<file path="src/logic/tdmx_params.svh">
// Purpose: numeric constants of the tdm frame multiplexer
// Assumes: included by bare name from the package and the design
// Notes: definitions only
`ifndef TDMX_PARAMS_SVH
`define TDMX_PARAMS_SVH

// ==========================================================
// frame layout
`define TDMX_FRAME_LAST    5'h1a
`define TDMX_PHASE_HIGH    5'h10
`define TDMX_PHASE_LOW     5'h0b
`define TDMX_SLOT_FBIT     5'h00
`define TDMX_SLOT_BRK0     5'h09
`define TDMX_SLOT_BRK1     5'h12
`define TDMX_SLOT_BRK2     5'h1a
`define TDMX_SLOT_ONE      5'h01

// ==========================================================
// run limit and scrambler
`define TDMX_MAX_RUN       4'ha
`define TDMX_SCR_TAP_A     6
`define TDMX_SCR_TAP_B     5
`define TDMX_SCR_RST       7'h00

// ==========================================================
// reset values
`define TDMX_FBIT_RST      1'b0
`define TDMX_CCLK_RST      1'b0
`define TDMX_PHASE_RST     1'b1
`define TDMX_LAST_RST      1'b0

`endif

</file>
<file path="src/logic/tdmx_pkg.sv">
// Purpose: shared types of the tdm frame multiplexer
// Assumes: tdmx_params.svh holds the numbers
// Notes: slot kinds encoded as a short gray sequence
`include "tdmx_params.svh"

package tdmx_pkg;
   typedef enum logic [1:0] {
      TDMX_SK_FBIT = 2'b00,
      TDMX_SK_DATA = 2'b01,
      TDMX_SK_BRK  = 2'b11
   } tdmx_slot_kind_t;
endpackage : tdmx_pkg

</file>
<file path="src/logic/tdmx_frame_mux.sv">
// Purpose: 27-slot tdm framer with framing bit, scrambler and codec clock
// Assumes: clk is the supplied multiplexer bit clock, one slot per edge
// Notes: a two-entry buffer toward the transmitter; a stall freezes framing
`timescale 1ns/1ps
`include "tdmx_params.svh"

// What this block does
// - frame phase signal is high 16 clocks then low 11, every frame.
// - framing bit holds for one 27-clock frame, then inverts.
// - codec clock runs at half the framing bit frequency.
// - every channel owns fixed slot positions; no slot is shared.
// - scrambled output never holds more than 10 equal bits in a row.
// - incoming channel bits are captured on the rising clock edge.
// - codec receive clock falls near the middle of each demultiplexed bit.
// - unconnected external inputs read as low.
// - per-channel switch picks codec or external data; both ends must match.
// - codec channels get a transmit clock and their data is sampled into slots.
module tdmx_frame_mux
   import tdmx_pkg::*;
#(
   parameter int NUM_CH = 6
) (
   input  wire logic              clk,
   input  wire logic              sys_rst,
   input  wire logic [NUM_CH-1:0] ext_data,
   input  wire logic [NUM_CH-1:0] ext_present,
   input  wire logic [NUM_CH-1:0] codec_tx_data,
   input  wire logic [NUM_CH-1:0] sel_codec,
   output logic                   codec_tx_clk,
   output logic                   codec_rx_clk,
   output logic                   frame_phase,
   output logic                   fbit,
   output logic                   mux_bit,
   output logic                   tx_data,
   output logic                   tx_valid,
   input  wire logic              tx_ready
);

   // ==========================================================
   // slot decoding
   function automatic tdmx_slot_kind_t slot_kind(input logic [4:0] s);
      if (s == `TDMX_SLOT_FBIT)
         return TDMX_SK_FBIT;
      if (s == `TDMX_SLOT_BRK0 || s == `TDMX_SLOT_BRK1 || s == `TDMX_SLOT_BRK2)
         return TDMX_SK_BRK;
      return TDMX_SK_DATA;
   endfunction : slot_kind

   // data slots are numbered 0..22 skipping overhead slots
   function automatic int slot_chan(input logic [4:0] s);
      int idx;
      idx = 0;
      if (s > `TDMX_SLOT_BRK1)
         idx = int'(s) - 3;
      else if (s > `TDMX_SLOT_BRK0)
         idx = int'(s) - 2;
      else if (s > `TDMX_SLOT_FBIT)
         idx = int'(s) - 1;
      return idx % NUM_CH;
   endfunction : slot_chan

   logic [4:0]        slot;
   logic [4:0]        next_slot;
   logic [6:0]        scr;
   logic              last_out;
   logic [NUM_CH-1:0] ext_samp;
   logic [NUM_CH-1:0] pres_samp;
   logic [NUM_CH-1:0] codec_samp;
   logic [NUM_CH-1:0] sel_samp;
   logic [NUM_CH-1:0] chan_val;
   tdmx_slot_kind_t   kind;
   logic              advance;
   logic              frame_end;
   logic              data_bit;
   logic              scr_bit;
   logic              line_bit;
   logic              pre_bit;
   logic              fifo_in_ready;
   logic              sel_cur;
   logic              codec_cur;
   logic              ext_cur;
   logic              pres_cur;

   // ==========================================================
   // input retiming
   // inputs are synchronous, so a single rank re-times them to clk
   always_ff @(posedge clk) begin
      if (sys_rst) begin
         ext_samp   <= '0;
         pres_samp  <= '0;
         codec_samp <= '0;
         sel_samp   <= '0;
      end else begin
         ext_samp   <= ext_data;
         pres_samp  <= ext_present;
         codec_samp <= codec_tx_data;
         sel_samp   <= sel_codec;
      end
   end

   // no pull-down exists on chip, so absence is an explicit flag
   assign chan_val = (sel_samp & codec_samp) |
                     (~sel_samp & ext_samp & pres_samp);

   // per-slot views of the retimed inputs, read by the slot checks
   assign sel_cur   = sel_samp[slot_chan(slot)];
   assign codec_cur = codec_samp[slot_chan(slot)];
   assign ext_cur   = ext_samp[slot_chan(slot)];
   assign pres_cur  = pres_samp[slot_chan(slot)];

   // ==========================================================
   // frame counters
   assign advance   = fifo_in_ready;
   assign frame_end = (slot == `TDMX_FRAME_LAST);
   assign next_slot = frame_end ? `TDMX_SLOT_FBIT : slot + `TDMX_SLOT_ONE;
   assign kind      = slot_kind(slot);

   always_ff @(posedge clk) begin
      if (sys_rst) begin
         slot        <= `TDMX_SLOT_FBIT;
         frame_phase <= `TDMX_PHASE_RST;
      end else if (advance) begin
         slot        <= next_slot;
         frame_phase <= (next_slot < `TDMX_PHASE_HIGH);
      end
   end

   always_ff @(posedge clk) begin
      if (sys_rst) begin
         fbit         <= `TDMX_FBIT_RST;
         codec_tx_clk <= `TDMX_CCLK_RST;
      end else if (advance && frame_end) begin
         fbit <= ~fbit;
         if (!fbit)
            codec_tx_clk <= ~codec_tx_clk;
      end
   end

   // demultiplexed codec bits change on the rising codec edge, so the
   // falling edge sits half a period later, in the middle of the bit
   assign codec_rx_clk = codec_tx_clk;

   // ==========================================================
   // slot multiplexing, scrambling and run breaking
   assign data_bit = chan_val[slot_chan(slot)];
   assign scr_bit  = data_bit ^ scr[`TDMX_SCR_TAP_A] ^ scr[`TDMX_SCR_TAP_B];
   assign pre_bit  = (kind == TDMX_SK_FBIT) ? fbit : data_bit;

   // overhead slots 9, 18, 26 carry the complement of the previous line bit;
   // with the framing bit this caps any run at 10 without touching data
   always_comb begin
      case (kind)
         TDMX_SK_FBIT: line_bit = fbit;
         TDMX_SK_BRK:  line_bit = ~last_out;
         TDMX_SK_DATA: line_bit = scr_bit;
         default:      line_bit = 1'b0;
      endcase
   end

   always_ff @(posedge clk) begin
      if (sys_rst) begin
         scr      <= `TDMX_SCR_RST;
         last_out <= `TDMX_LAST_RST;
         mux_bit  <= 1'b0;
      end else if (advance) begin
         last_out <= line_bit;
         mux_bit  <= pre_bit;
         if (kind == TDMX_SK_DATA)
            scr <= {scr[5:0], scr_bit};
      end
   end

   // ==========================================================
   // two-entry output buffer
   logic       buf_mem [2];
   logic       wr_ptr;
   logic       rd_ptr;
   logic [1:0] buf_cnt;
   logic       do_push;
   logic       do_pop;

   assign fifo_in_ready = (buf_cnt != 2'h2);
   assign do_push       = fifo_in_ready;
   assign tx_valid      = (buf_cnt != 2'h0);
   assign do_pop        = tx_valid && tx_ready;
   assign tx_data       = buf_mem[rd_ptr];

   always_ff @(posedge clk) begin
      if (sys_rst) begin
         wr_ptr     <= 1'b0;
         rd_ptr     <= 1'b0;
         buf_cnt    <= 2'h0;
         buf_mem[0] <= 1'b0;
         buf_mem[1] <= 1'b0;
      end else begin
         if (do_push) begin
            buf_mem[wr_ptr] <= line_bit;
            wr_ptr          <= ~wr_ptr;
         end
         if (do_pop)
            rd_ptr <= ~rd_ptr;
         buf_cnt <= buf_cnt + {1'b0, do_push} - {1'b0, do_pop};
      end
   end

   // ==========================================================
   // checks
   logic [3:0] run_len;
   logic [4:0] hi_cnt;

   always_ff @(posedge clk) begin
      if (sys_rst) begin
         run_len <= 4'h0;
         hi_cnt  <= 5'h00;
      end else begin
         if (advance)
            run_len <= (line_bit == last_out) ? run_len + 4'h1 : 4'h1;
         if (advance && frame_end)
            hi_cnt <= 5'h00;
         else if (advance && frame_phase)
            hi_cnt <= hi_cnt + 5'h01;
      end
   end
endmodule : tdmx_frame_mux

</file>
<file path="config.mk">
export PLATFORM = sky130hd
export DESIGN_NAME = tdmx_frame_mux
export DESIGN_NICKNAME = d
export VERILOG_FILES = /design/src/logic/tdmx_pkg.sv /design/src/logic/tdmx_frame_mux.sv
export VERILOG_INCLUDE_DIRS = /design/src /design/src/logic
export SDC_FILE = /design/constraint.sdc
export NUM_CORES = 1
export LEC_CHECK = 0
export ABC_AREA = 1
export ABC_CLOCK_PERIOD_IN_PS = 3780
export BUFFER_PORTS_ARGS = -buffer_cell sky130_fd_sc_hd__buf_2
export CORE_MARGIN = 3
export CORE_UTILIZATION = 52
export DETAILED_ROUTE_END_ITERATION = 12
export PLACE_DENSITY_LB_ADDON = 0.08
export SETUP_SLACK_MARGIN = 0.15
export SLEW_MARGIN = 20
export SYNTH_ARGS = -nofsm -noshare
export SYNTH_HDL_FRONTEND = slang
export SYNTH_SLANG_ARGS = --single-unit
</file>
<file path="constraint.sdc">
create_clock -name clk -period 3.78 [get_ports clk]
set_input_delay 0 -clock clk [delete_from_list [all_inputs] [get_ports clk]]
set_output_delay 0 -clock clk [all_outputs]
set_load 0.01 [all_outputs]
</file>
# Word level (Yosys, flattened, before mapping)
# Memories as Yosys holds them, arrays and structs flattened. A register that Yosys moved wholly into a read port is not among the register bits.
# Cells that the tools add are included.
[totals] word_cells=81 mem_bits_rw=2 out_inout_bits=7 in_bits=27 memories=1 ff_bits=45
[mem_list] name="buf_mem" words=2 width=1 read_ports=1 rd_clocked_by_memory_dff=1 wr=2 line="tdmx_frame_mux.sv:175" source="logic buf_mem [2];"
[op_classes] n_reduce_logical=10 n_addsub=6 eq_ne=6 bitwise=12 n_lt_le_gt_ge=5 n_mux=26 n_div=1
[op_table] operator="32-bit 2-to-1 mux" count=3
[op_table] operator="32-bit by 5-bit < comparator with 1-bit output (second input constant)" count=1
[op_table] operator="32-bit by 4-bit remainder unit with 32-bit output (second input constant)" count=1
[op_table] operator="6-bit bitwise AND" count=3
[op_table] operator="1-bit 2-to-1 mux" count=16
[op_table] operator="5-bit by 2-bit subtractor with 6-bit output (second input constant)" count=2
[op_table] operator="5-bit equality test (second input constant)" count=2
[op_table] operator="2-bit 2-to-1 mux" count=4
[op_table] operator="6-bit NOT" count=1
[op_table] operator="6-bit bitwise OR" count=1
[op_table] operator="5-bit by 1-bit subtractor with 6-bit output (second input constant)" count=1
[op_table] operator="5-bit by 1-bit adder with 5-bit output (second input constant)" count=1
[op_table] operator="5-bit by 4-bit equality test with 1-bit output (second input constant)" count=1
[op_table] operator="5-bit by 1-bit > comparator with 1-bit output (second input constant)" count=1
[op_table] operator="5-bit by 4-bit > comparator with 1-bit output (second input constant)" count=1
[op_table] operator="5-bit > comparator (second input constant)" count=1
[op_table] operator="5-bit logical NOT" count=1
[op_table] operator="5-bit < comparator (second input constant)" count=1
[op_table] operator="5-bit 2-to-1 mux" count=1
[op_table] operator="1-bit NOT" count=5
[op_table] operator="2-bit AND reduction" count=2
[op_table] operator="1-bit binary-select mux with 3-bit select" count=1
[op_table] operator="1-bit case mux with 3 select lines" count=1
[op_table] operator="2-bit by 1-bit adder with 2-bit output" count=1
[op_table] operator="10 further kinds" count=13

# Depth between registers and ports, before layout
# Gate-level depths: netlist of the first run.
[depth] depth_word=12 depth_mapped=34 depth_no_buf=34

# Worst setup path after synthesis of the first run
# OpenSTA, ideal clock, no wires.
[synth_timing] kind="flip-flop to flip-flop" start="register slot[1]" end="memory buf_mem[1], data pin" n_path_buf=0 required_time_ps=3530 period_less_slack_ps=3672 arrival_ps=3423 setup_ps=250 path_stages_with_launch=28 path_slack_ps=108 path_cell_list="dfxtp_1 -> inv_1 -> ha_1 -> nand2_2 -> nand2_1 -> nor2_2 -> nor2_1 -> o31ai_2 -> ha_1 -> or2_2 -> o21ai_0 -> inv_1 -> nand2_2 -> nand2_1 -> ha_1 -> nor2_1 -> nand3b_1 -> nand2_1 -> nand2_1 -> nand2_2 -> inv_2 -> nand3_2 -> nand2_1 -> nand2_2 -> nand3_2 -> nand3_2 -> nand2_1 -> inv_1"
[synth_lines] item="start, declared" line="tdmx_frame_mux.sv:62" source="logic [4:0] slot;"
[synth_lines] item="start signal, assigned" line="tdmx_frame_mux.sv:120" source="slot <= `TDMX_SLOT_FBIT;"
[synth_lines] item="start signal, assigned" line="tdmx_frame_mux.sv:123" source="slot <= next_slot;"
[synth_lines] item="end, declared" line="tdmx_frame_mux.sv:175"

==> results of run 1 <==
==> power breakdown <==
group          switching (uW)  total [uW]  internal, uW
registers                55.6         668           613
logic                    1140        1930           783
clock network             172         322           150
total                    1370        2920          1550
==> cells in the final DEF, fill, tap and decap left out, drive strengths merged, types with 3 or more instances in the layout <==
| cell | count |
|---|---|
| a21oi | 18 |
| buf | 61 |
| clkbuf | 6 |
| dfxtp | 46 |
| dlygate4sd3 | 24 |
| ha | 13 |
| inv | 64 |
| nand2 | 73 |
| nand3 | 27 |
| nand3b | 3 |
| nand4 | 3 |
| nor2 | 61 |
| nor3 | 3 |
| o21ai | 24 |
| or2 | 3 |
| xnor2 | 3 |
| xor2 | 4 |
==> through the flow <==
stage	hold WS (ns)	power, uW	cells
global route	0.0794	3230	513
floorplan	0.107	1870	362
detailed placement	0.207	2210	466
global placement	0.198	2160	466
CTS	0.0267	2550	498
finish	0.0342	2920	513
==> registers in the layout (all words and copies together) (netlist names), 2 cells and up, named ones only <==
signal	flops
scr	7
codec_samp	6
ext_samp	6
pres_samp	6
sel_samp	6
slot	5
buf_cnt	2
buf_mem	2
==> how the worst max path moves through the flow <==
stage | startpoint | endpoint | slack (ns) | cells after the start
6_report | slot[2]$_SDFFE_PP0N_ | buf_mem[1]$_SDFFCE_PN0P_ | 0.27 | 33
5_1_grt | slot[2]$_SDFFE_PP0N_ | buf_mem[1]$_SDFFCE_PN0P_ | -0.05 | 33
4_1_cts | slot[0]$_SDFFE_PP0N_ | buf_mem[1]$_SDFFCE_PN0P_ | 0.16 | 28
3_5_place_dp | slot[1]$_SDFFE_PP0N_ | buf_mem[1]$_SDFFCE_PN0P_ | 0.06 | 27
3_3_place_gp | slot[0]$_SDFFE_PP0N_ | buf_mem[1]$_SDFFCE_PN0P_ | 0.18 | 28
2_1_floorplan | slot[2]$_SDFFE_PP0N_ | buf_mem[1]$_SDFFCE_PN0P_ | 0.16 | 28
==> cell type report <==
cell class / instances / area share (%)
inverter: 64 / 7.36
sequential: 48 / 27.4
tap: 67 / 2.30
clock inverter: 2 / 0.378
timing repair buffer: 85 / 17.4
multi-input combinational: 241 / 42.8
clock buffer: 6 / 2.27
==> worst min-delay path, cell delays in order <==
cell     delay [ns]
buf_2          0.07
nand2_1        0.04
inv_1          0.10
a21oi_1        0.08
==> layer usage <==
metal  part of all wire, %  routed length, um  up-vias  GRT usage, %
li1                      -                  -     1293             -
met4                   2.3                150        0          8.01
met3                   4.2                271       13          4.41
met1                    41               2650     1107          25.0
met2                    52               3330       55          37.8
met5                     0                  0        -             0
==> kinds of logic (layout without fill, tap and decap cells) <==
logic type	after synthesis	in the layout	synth area share, %
AO/OA/AOI/OAI	47	47	9.71
multiplexers	1	1	0.420
buffers and inverters	73	157	11.9
flip-flops	48	48	36.6
XOR/XNOR	7	7	2.29
AND/OR/NAND/NOR	173	173	33.0
adder cells (fa/ha/maj)	13	13	6.07
==> what timing repair did <==
action,in CTS,in global routing
hold endpoints to repair,24,0
cloned,0,0
endpoints found under the setup margin,2,5
resized for setup,5,58
pin swaps,0,26
setup buffers,0,15
hold buffers,24,0
==> reports/qor.yml, run 1 <==
timing:
  slew_headroom_pct: 58.0
  max_slew.worst_pin.slew_ns: 0.628
  period_minus_slack_ns: 3.51
  maxSlewViolCount: 0
  setup_violations: 0
  tns_ns: 0
  fin_ws_ns: 0.273
  max_freq_ghz: 0.285
  finalHoldViolCount: 0
  clock_skew_ns: 0.00848
  rsz0062_at_grt: "true"
  period_share_pct: 92.8
finish:
  final_layout_size_suffix_gt1_share_pct: 33.4
  area_delta_synth_final_pct: 35.8
  antenna_cells: 0
  final_area_mm2: 0.00364
  nNetsFinal: 485
  final_util_pct: 75.0
  multi_input_area_mm2: 0.00156
  num-fill-cells: 355
  regArea_um2: 997
worst_setup_path:
  worstSetupPathType: "reg -> reg"
  reg2reg_from: "slot[2]$_SDFFE_PP0N_"
  cp_slowest_cell: "dfxtp_2"
  crit_buf_inv: 5
  endpoint_kind: "register"
  ff2ff_path_depth: 33
  r2r_slack_ns: 0.27
  cp_max_fo: 5
  r2r-end: "buf_mem[1]$_SDFFCE_PN0P_"
  critPathTopFamily: "simple AND/OR/NAND/NOR gates"
  crit_top_cell: "nand2_2"
  critical_path.max_stage_delay_ns: 0.37
  crit_required_ns: 3.85
  crit_arrival_ns: 3.58
  start_kind: "register"
synthesis:
  synth_ff_type: "dfxtp_1"
  ys_seq_area_share_pct: 36.6
  yosysWarnings: 0
  yosysMostFrequentCell: "nand2_1"
  synthCells: 362
  yosysTopAreaCell: "dfxtp_1"
  synthTopCellsByArea: "dfxtp_1 (34%), nand2_1 (8.3%), inv_1 (8.1%)"
  synthDistinctLibCells: 39
  synth_edf_count: 2
  ys_ff_latch: 48
  syn_area_mm2: 0.00268
  synth-async-reset-ratio_pct: 0
  netlist.area_leader.share_pct: 34.4
  synthesis.nets: 402
  avgSynthCellArea_um2: 7.40
  synth_commonest_cells: "nand2_1 (59), inv_1 (58), nor2_1 (53), dfxtp_1 (46), o21ai_0 (21)"
place:
  place_area_mm2: 0.00297
  post-place-ws_ns: 0.0622
  dp_hpwl_mm: 3.97
  gp_congestion: 0.883
  numPortBuffers: 33
detailed_routing:
  vias: 2468
  antenna_left: 0
  wl_per_cell_um: 12.5
  firstDrtPassIters: 4
  avgViaCountPerCell: 4.81
  drc: 0
  drt_iter0_drc: 121
  drt_wl_total_mm: 6.40
cts:
  clk_latency_ns: 0.30
  clk_path_buf_depth: 2
  clock_sinks: 48
  cts_buffers: 5
  cts_root_buffer: "clkbuf_8"
  htreeDepth: 2
  clk_pin_slew_worst_paths_ns: 0.09
  cts_tree: "done"
floorplan:
  rows: 25
  chipHeight_um: 77.8
  die_w_um: 77.8
  boundaryPins: 34
  start_util_pct: 55.3
  die_area_mm2: 0.00605
  core_area_mm2: 0.00485
hold_path:
  hold_path.class: "in -> reg"
  worstHoldPathCells: 4
  hold_path_end: "rd_ptr$_SDFFE_PP0P_"
  min_from: "tx_ready"
global_routing:
  grt_pass1_vias: 2377
  grt.total_usage_pct: 21.3
  antenna_found_initial: 0
  grt_overflow_total: 0
  grt_max_degree: 35
  grt_pass1_wl_mm: 10.5
status:
  outcome: "finished clean"
power_and_ir_drop:
  leakage_uw: 0.00180
  p_per_area_mw_per_mm2: 802
  peakVddDrop_mv: 0.447
run:
  max_cap_viol_count: 0
(Power assumes the default switching activity.)
==> run 2, diff against run 1 <==
--- a/config.mk
+++ b/config.mk
@@ -8,7 +8,7 @@
 export LEC_CHECK = 0
 export ABC_AREA = 1
 export ABC_CLOCK_PERIOD_IN_PS = 3780
-export BUFFER_PORTS_ARGS = -buffer_cell sky130_fd_sc_hd__buf_2
+export BUFFER_PORTS_ARGS = -buffer_cell sky130_fd_sc_hd__buf_4
 export CORE_MARGIN = 3
 export CORE_UTILIZATION = 52
 export DETAILED_ROUTE_END_ITERATION = 12
==> reports/qor.yml, run 2 (synthesis results as in run 1) <==
status:
  outcome: "finished clean"
cts:
  clk_path_buf_depth: 2
  clk_pin_slew_worst_paths_ns: 0.09
  clk_latency_ns: 0.30
  cts_buffers: 5
  cts_root_buffer: "clkbuf_8"
  cts_tree: "done"
  htreeDepth: 2
  clock_sinks: 48
detailed_routing:
  avgViaCountPerCell: 4.87
  wl_per_cell_um: 12.8
  drc: 0
  drt_wl_total_mm: 6.49
  drt_iter0_drc: 95
  firstDrtPassIters: 4
  antenna_left: 0
  vias: 2464
finish:
  final_layout_size_suffix_gt1_share_pct: 33.9
  final_common_cell: "nand2_1"
  max_flop_register: "scr"
  antenna_cells: 0
  final_area_mm2: 0.00371
  mostFrequentLayoutCells: "nand2_1 (52), inv_1 (51), buf_4 (50)"
  largest_reg_flops: 7
  nNetsFinal: 478
  area_delta_synth_final_pct: 38.6
global_routing:
  grt_max_degree: 35
  grt.total_usage_pct: 21.6
  grt_pass1_vias: 2368
  grt_pass1_wl_mm: 10.5
  grt_overflow_total: 0
  antenna_found_initial: 0
run:
  max_cap_viol_count: 0
floorplan:
  die_area_mm2: 0.00605
  chipHeight_um: 77.8
  core_area_mm2: 0.00485
  rows: 25
  start_util_pct: 55.3
  die_w_um: 77.8
  boundaryPins: 34
timing:
  period_minus_slack_ns: 3.57
  max_slew.worst_pin.slew_ns: 0.736
  finalHoldViolCount: 0
  slew_headroom_pct: 50.8
  rsz0062_at_grt: "true"
  fin_ws_ns: 0.205
  setup_violations: 0
  clock_skew_ns: 0.00693
  max_freq_ghz: 0.280
  maxSlewViolCount: 0
  period_share_pct: 94.6
worst_setup_path:
  crit_arrival_ns: 3.65
  cp_max_fo: 9
  critical_path.max_stage_delay_ns: 0.34
  worstSetupPathType: "reg -> reg"
  crit_required_ns: 3.85
  cp_slowest_cell: "dfxtp_1"
  endpoint_kind: "register"
  start_kind: "register"
  r2r_slack_ns: 0.21
hold_path:
  hold_path.class: "in -> reg"
place:
  dp_hpwl_mm: 4.16
  numPortBuffers: 33
  gp_congestion: 0.833
  post-place-ws_ns: 0.0543
  place_area_mm2: 0.00306
power_and_ir_drop:
  leakage_uw: 0.00179
  peakVddDrop_mv: 0.394
  p_per_area_mw_per_mm2: 845
run 2: changes by cell type in the layout (fill, tap and decap cells not counted), sizes merged:
cell    change
clkinv      -2
buf         -7
bufinv      +1
inv         +1
run 2: final timing paths:
path	startpoint	endpoint	depth (start not counted)
max	slot[4]$_SDFFE_PP0N_	buf_mem[1]$_SDFFCE_PN0P_	27
min	tx_ready	register	4
max reg2reg	slot[4]$_SDFFE_PP0N_	buf_mem[1]$_SDFFCE_PN0P_	27
min reg2reg	rd_ptr$_SDFFE_PP0P_	register	1
run 2: layout make-up:
| cell class | instances | area [um2] |
|---|---|---|
| clock buffers | 6 | 93.8 |
| clock inverters | 2 | 38.8 |
| fillers | 349 | 1130 |
| inverters | 64 | 258 |
| multi-input cells | 241 | 1590 |
| flip-flops and latches | 48 | 991 |
| well taps | 67 | 83.8 |
| repair buffers | 78 | 661 |
run 2: power breakdown:
group | internal [uW] | total, uW | switching, uW
clock network | 240 | 419 | 179
logic | 834 | 2060 | 1230
registers | 611 | 661 | 49.9
run 2: timing repair:
action	in CTS	in global routing
buffers inserted	0	7
resized for setup	2	62
gates cloned	0	0
pin swaps	0	24
hold endpoints to repair	24	0
hold buffers	24	0
endpoints found under the setup margin	2	5
run 2: critical path, delay by kind of cell, from the launching register on:
kind,cells,cell delay (ns)
XOR/XNOR,1,0.20
AND/OR/NAND/NOR,19,1.77
flip-flops,1,0.34
adder cells (fa/ha/maj),2,0.34
AO/OA/AOI/OAI,1,0.29
buffers and inverters,4,0.40
run 2: per-stage QoR:
step | utilization (%) | cells | total power (uW) | TNS (ns) | hold WS [ns]
after floorplan | - | 362 | 1870 | 0 | 0.107
after detailed placement | 63.1 | 467 | 2250 | 0 | 0.205
after global routing | 76.6 | 506 | 3420 | -0.0108 | 0.0649
after global placement | 63.1 | 467 | 2200 | 0 | 0.199
final | 76.6 | 506 | 3140 | 0 | 0.0447
after CTS | 70.9 | 499 | 2690 | 0 | 0.0333
run 2: routing by layer:
layer / wire, um / track usage, % / vias to the layer above
li1: - / - / 1283
met1: 2740 / 26.3 / 1115
met2: 3380 / 37.8 / 56
met3: 246 / 4.18 / 10
met4: 120 / 7.12 / 0
met5: 0 / 0 / -
==> run 3, diff against run 2 <==
--- a/config.mk
+++ b/config.mk
@@ -7,10 +7,10 @@
 export NUM_CORES = 1
 export LEC_CHECK = 0
 export ABC_AREA = 1
-export ABC_CLOCK_PERIOD_IN_PS = 3780
+export ABC_CLOCK_PERIOD_IN_PS = 3700
 export BUFFER_PORTS_ARGS = -buffer_cell sky130_fd_sc_hd__buf_4
 export CORE_MARGIN = 3
-export CORE_UTILIZATION = 52
+export CORE_UTILIZATION = 58
 export DETAILED_ROUTE_END_ITERATION = 12
 export PLACE_DENSITY_LB_ADDON = 0.08
 export SETUP_SLACK_MARGIN = 0.15
==> constraint.sdc (replaced) <==
create_clock -name clk -period 3.7 [get_ports clk]
set_input_delay 0 -clock clk [delete_from_list [all_inputs] [get_ports clk]]
set_output_delay 0 -clock clk [all_outputs]
set_load 0.01 [all_outputs]
==> reports/qor.yml, run 3 (synthesis results as in run 1) <==
worst_setup_path:
  r2r-end: "buf_mem[0]$_SDFFCE_PN0P_"
  ff2ff_path_depth: 29
  cp_max_fo: 5
  worstSetupPathType: "reg -> reg"
  reg2reg_from: "slot[1]$_SDFFE_PP0N_"
  r2r_slack_ns: 0.07
  endpoint_kind: "register"
  crit_required_ns: 3.79
  critical_path.max_stage_delay_ns: 0.37
  crit_arrival_ns: 3.71
  start_kind: "register"
  cp_slowest_cell: "dfxtp_2"
global_routing:
  grt_max_degree: 35
  grt_pass1_vias: 2301
  grt_pass1_wl_mm: 10.2
  grt_overflow_total: 0
  grt.total_usage_pct: 24.3
  antenna_found_initial: 0
detailed_routing:
  drt_wl_total_mm: 6.76
  avgViaCountPerCell: 5.06
  antenna_left: 0
  drt_iter0_drc: 117
  drc: 0
  vias: 2501
  firstDrtPassIters: 4
  wl_per_cell_um: 13.7
finish:
  layout.cells.non_filler: 494
  max_flop_register: "scr"
  multi_input_area_mm2: 0.00158
  final_common_cell: "buf_4"
  largest_reg_flops: 7
  area_delta_synth_final_pct: 36.9
  nNetsFinal: 481
  mostFrequentLayoutCells: "buf_4 (55), inv_1 (53), nand2_1 (52)"
  regArea_um2: 991
  final_layout_size_suffix_gt1_share_pct: 32.6
  num-fill-cells: 266
  antenna_cells: 0
cts:
  cts_tree: "done"
  clk_latency_ns: 0.31
  clock_sinks: 48
  clk_path_buf_depth: 2
  cts_root_buffer: "clkbuf_8"
  cts_buffers: 5
  htreeDepth: 2
  clk_pin_slew_worst_paths_ns: 0.10
floorplan:
  die_w_um: 74.0
  rows: 24
  start_util_pct: 60.7
  chipHeight_um: 74.0
  boundaryPins: 34
  die_area_mm2: 0.00547
  core_area_mm2: 0.00441
place:
  numPortBuffers: 33
  post-place-cells: 448
  dp_hpwl_mm: 4.07
  gp_congestion: 0.885
power_and_ir_drop:
  leakage_uw: 0.00180
  p_per_area_mw_per_mm2: 852
  peakVddDrop_mv: 0.502
timing:
  period_minus_slack_ns: 3.63
  clock_skew_ns: 0.0168
  hold_ws_ns: 0.0288
  maxSlewViolCount: 0
  max_freq_ghz: 0.276
  max_slew.worst_pin.slew_ns: 0.637
  setup_violations: 0
  slew_headroom_pct: 57.4
  period_share_pct: 98.1
  finalHoldViolCount: 0
  rsz0062_at_grt: "true"
hold_path:
  min_from: "tx_ready"
  hold_path_end: "rd_ptr$_SDFFE_PP0P_"
  worstHoldPathCells: 4
  hold_path.class: "in -> reg"
run:
  max_cap_viol_count: 0
status:
  outcome: "finished clean"
run 3: cell types whose count changed in the layout (fill, tap and decap cells not counted), moves of 2 or more:
cell / previous run / this run
buf_4: 50 / 55
buf_6: 4 / 1
inv_1: 51 / 53
inv_2: 8 / 5
nand2_2: 20 / 17
nand2_4: 1 / 4
nand3_1: 12 / 14
o21ai_1: 0 / 2
o21ai_2: 4 / 2
run 3: final cells by class:
class / count / area share, %
tap: 52 / 1.77
clock inverter: 3 / 0.477
multi-input combinational: 241 / 43.1
inverter: 64 / 7.23
sequential: 48 / 27.0
clock buffer: 5 / 1.88
timing repair buffer: 81 / 18.5
run 3: layer usage:
metal | share of wire, % | GRT usage [%] | wire length [um]
met1 | 42 | 28.3 | 2850
met2 | 50 | 41.3 | 3390
met3 | 5.4 | 7.16 | 362
met4 | 2.3 | 10.5 | 157
met5 | 0 | 0 | 0
run 3: power breakdown:
| part | leakage (uW) | switching [uW] | internal [uW] | total [uW] |
|---|---|---|---|---|
| Combinational | 0.00135 | 1230 | 903 | 2130 |
| Clock | 0.0000460 | 181 | 132 | 313 |
| Sequential | 0.000405 | 52.4 | 625 | 677 |
| Total | 0.00180 | 1460 | 1660 | 3120 |
run 3: worst max-delay path by stage:
stage               slack (ns)                 start  depth (start not counted)                       end
floorplan                 0.17  slot[2]$_SDFFE_PP0N_                         28  buf_mem[1]$_SDFFCE_PN0P_
detailed placement        0.02  slot[1]$_SDFFE_PP0N_                         29  buf_mem[0]$_SDFFCE_PN0P_
CTS                       0.16  slot[1]$_SDFFE_PP0N_                         30  buf_mem[0]$_SDFFCE_PN0P_
finish                    0.07  slot[1]$_SDFFE_PP0N_                         29  buf_mem[0]$_SDFFCE_PN0P_
global placement          0.17  slot[1]$_SDFFE_PP0N_                         27  buf_mem[1]$_SDFFCE_PN0P_
global route             -0.13  slot[1]$_SDFFE_PP0N_                         31  buf_mem[0]$_SDFFCE_PN0P_
run 3: what timing repair did:
action / in CTS / in global routing
resized for setup: 10 / 48
hold endpoints to repair: 24 / 0
pin swaps: 0 / 24
setup endpoints to repair: 3 / 5
setup buffers: 0 / 14
hold buffers: 24 / 0
run 3: critical path, delay by kind of cell (launching register included):
kind	cells	cell delay (ns)
simple gates	17	1.63
fa+ha+maj	3	0.56
buf+inv	6	0.48
flops	1	0.37
compound gates	3	0.36
run 3: through the flow:
stage	power (uW)	setup slack [ns]	area (um2)	setup TNS, ns	util, %
floorplan	1920	0.166	2690	0	-
global placement	2190	0.167	3020	0	68.3
detailed placement	2230	0.0238	3020	0	68.3
CTS	2580	0.159	3360	0	76.2
global route	3390	-0.126	3670	-0.344	83.1
finish	3120	0.0716	3670	0	83.1
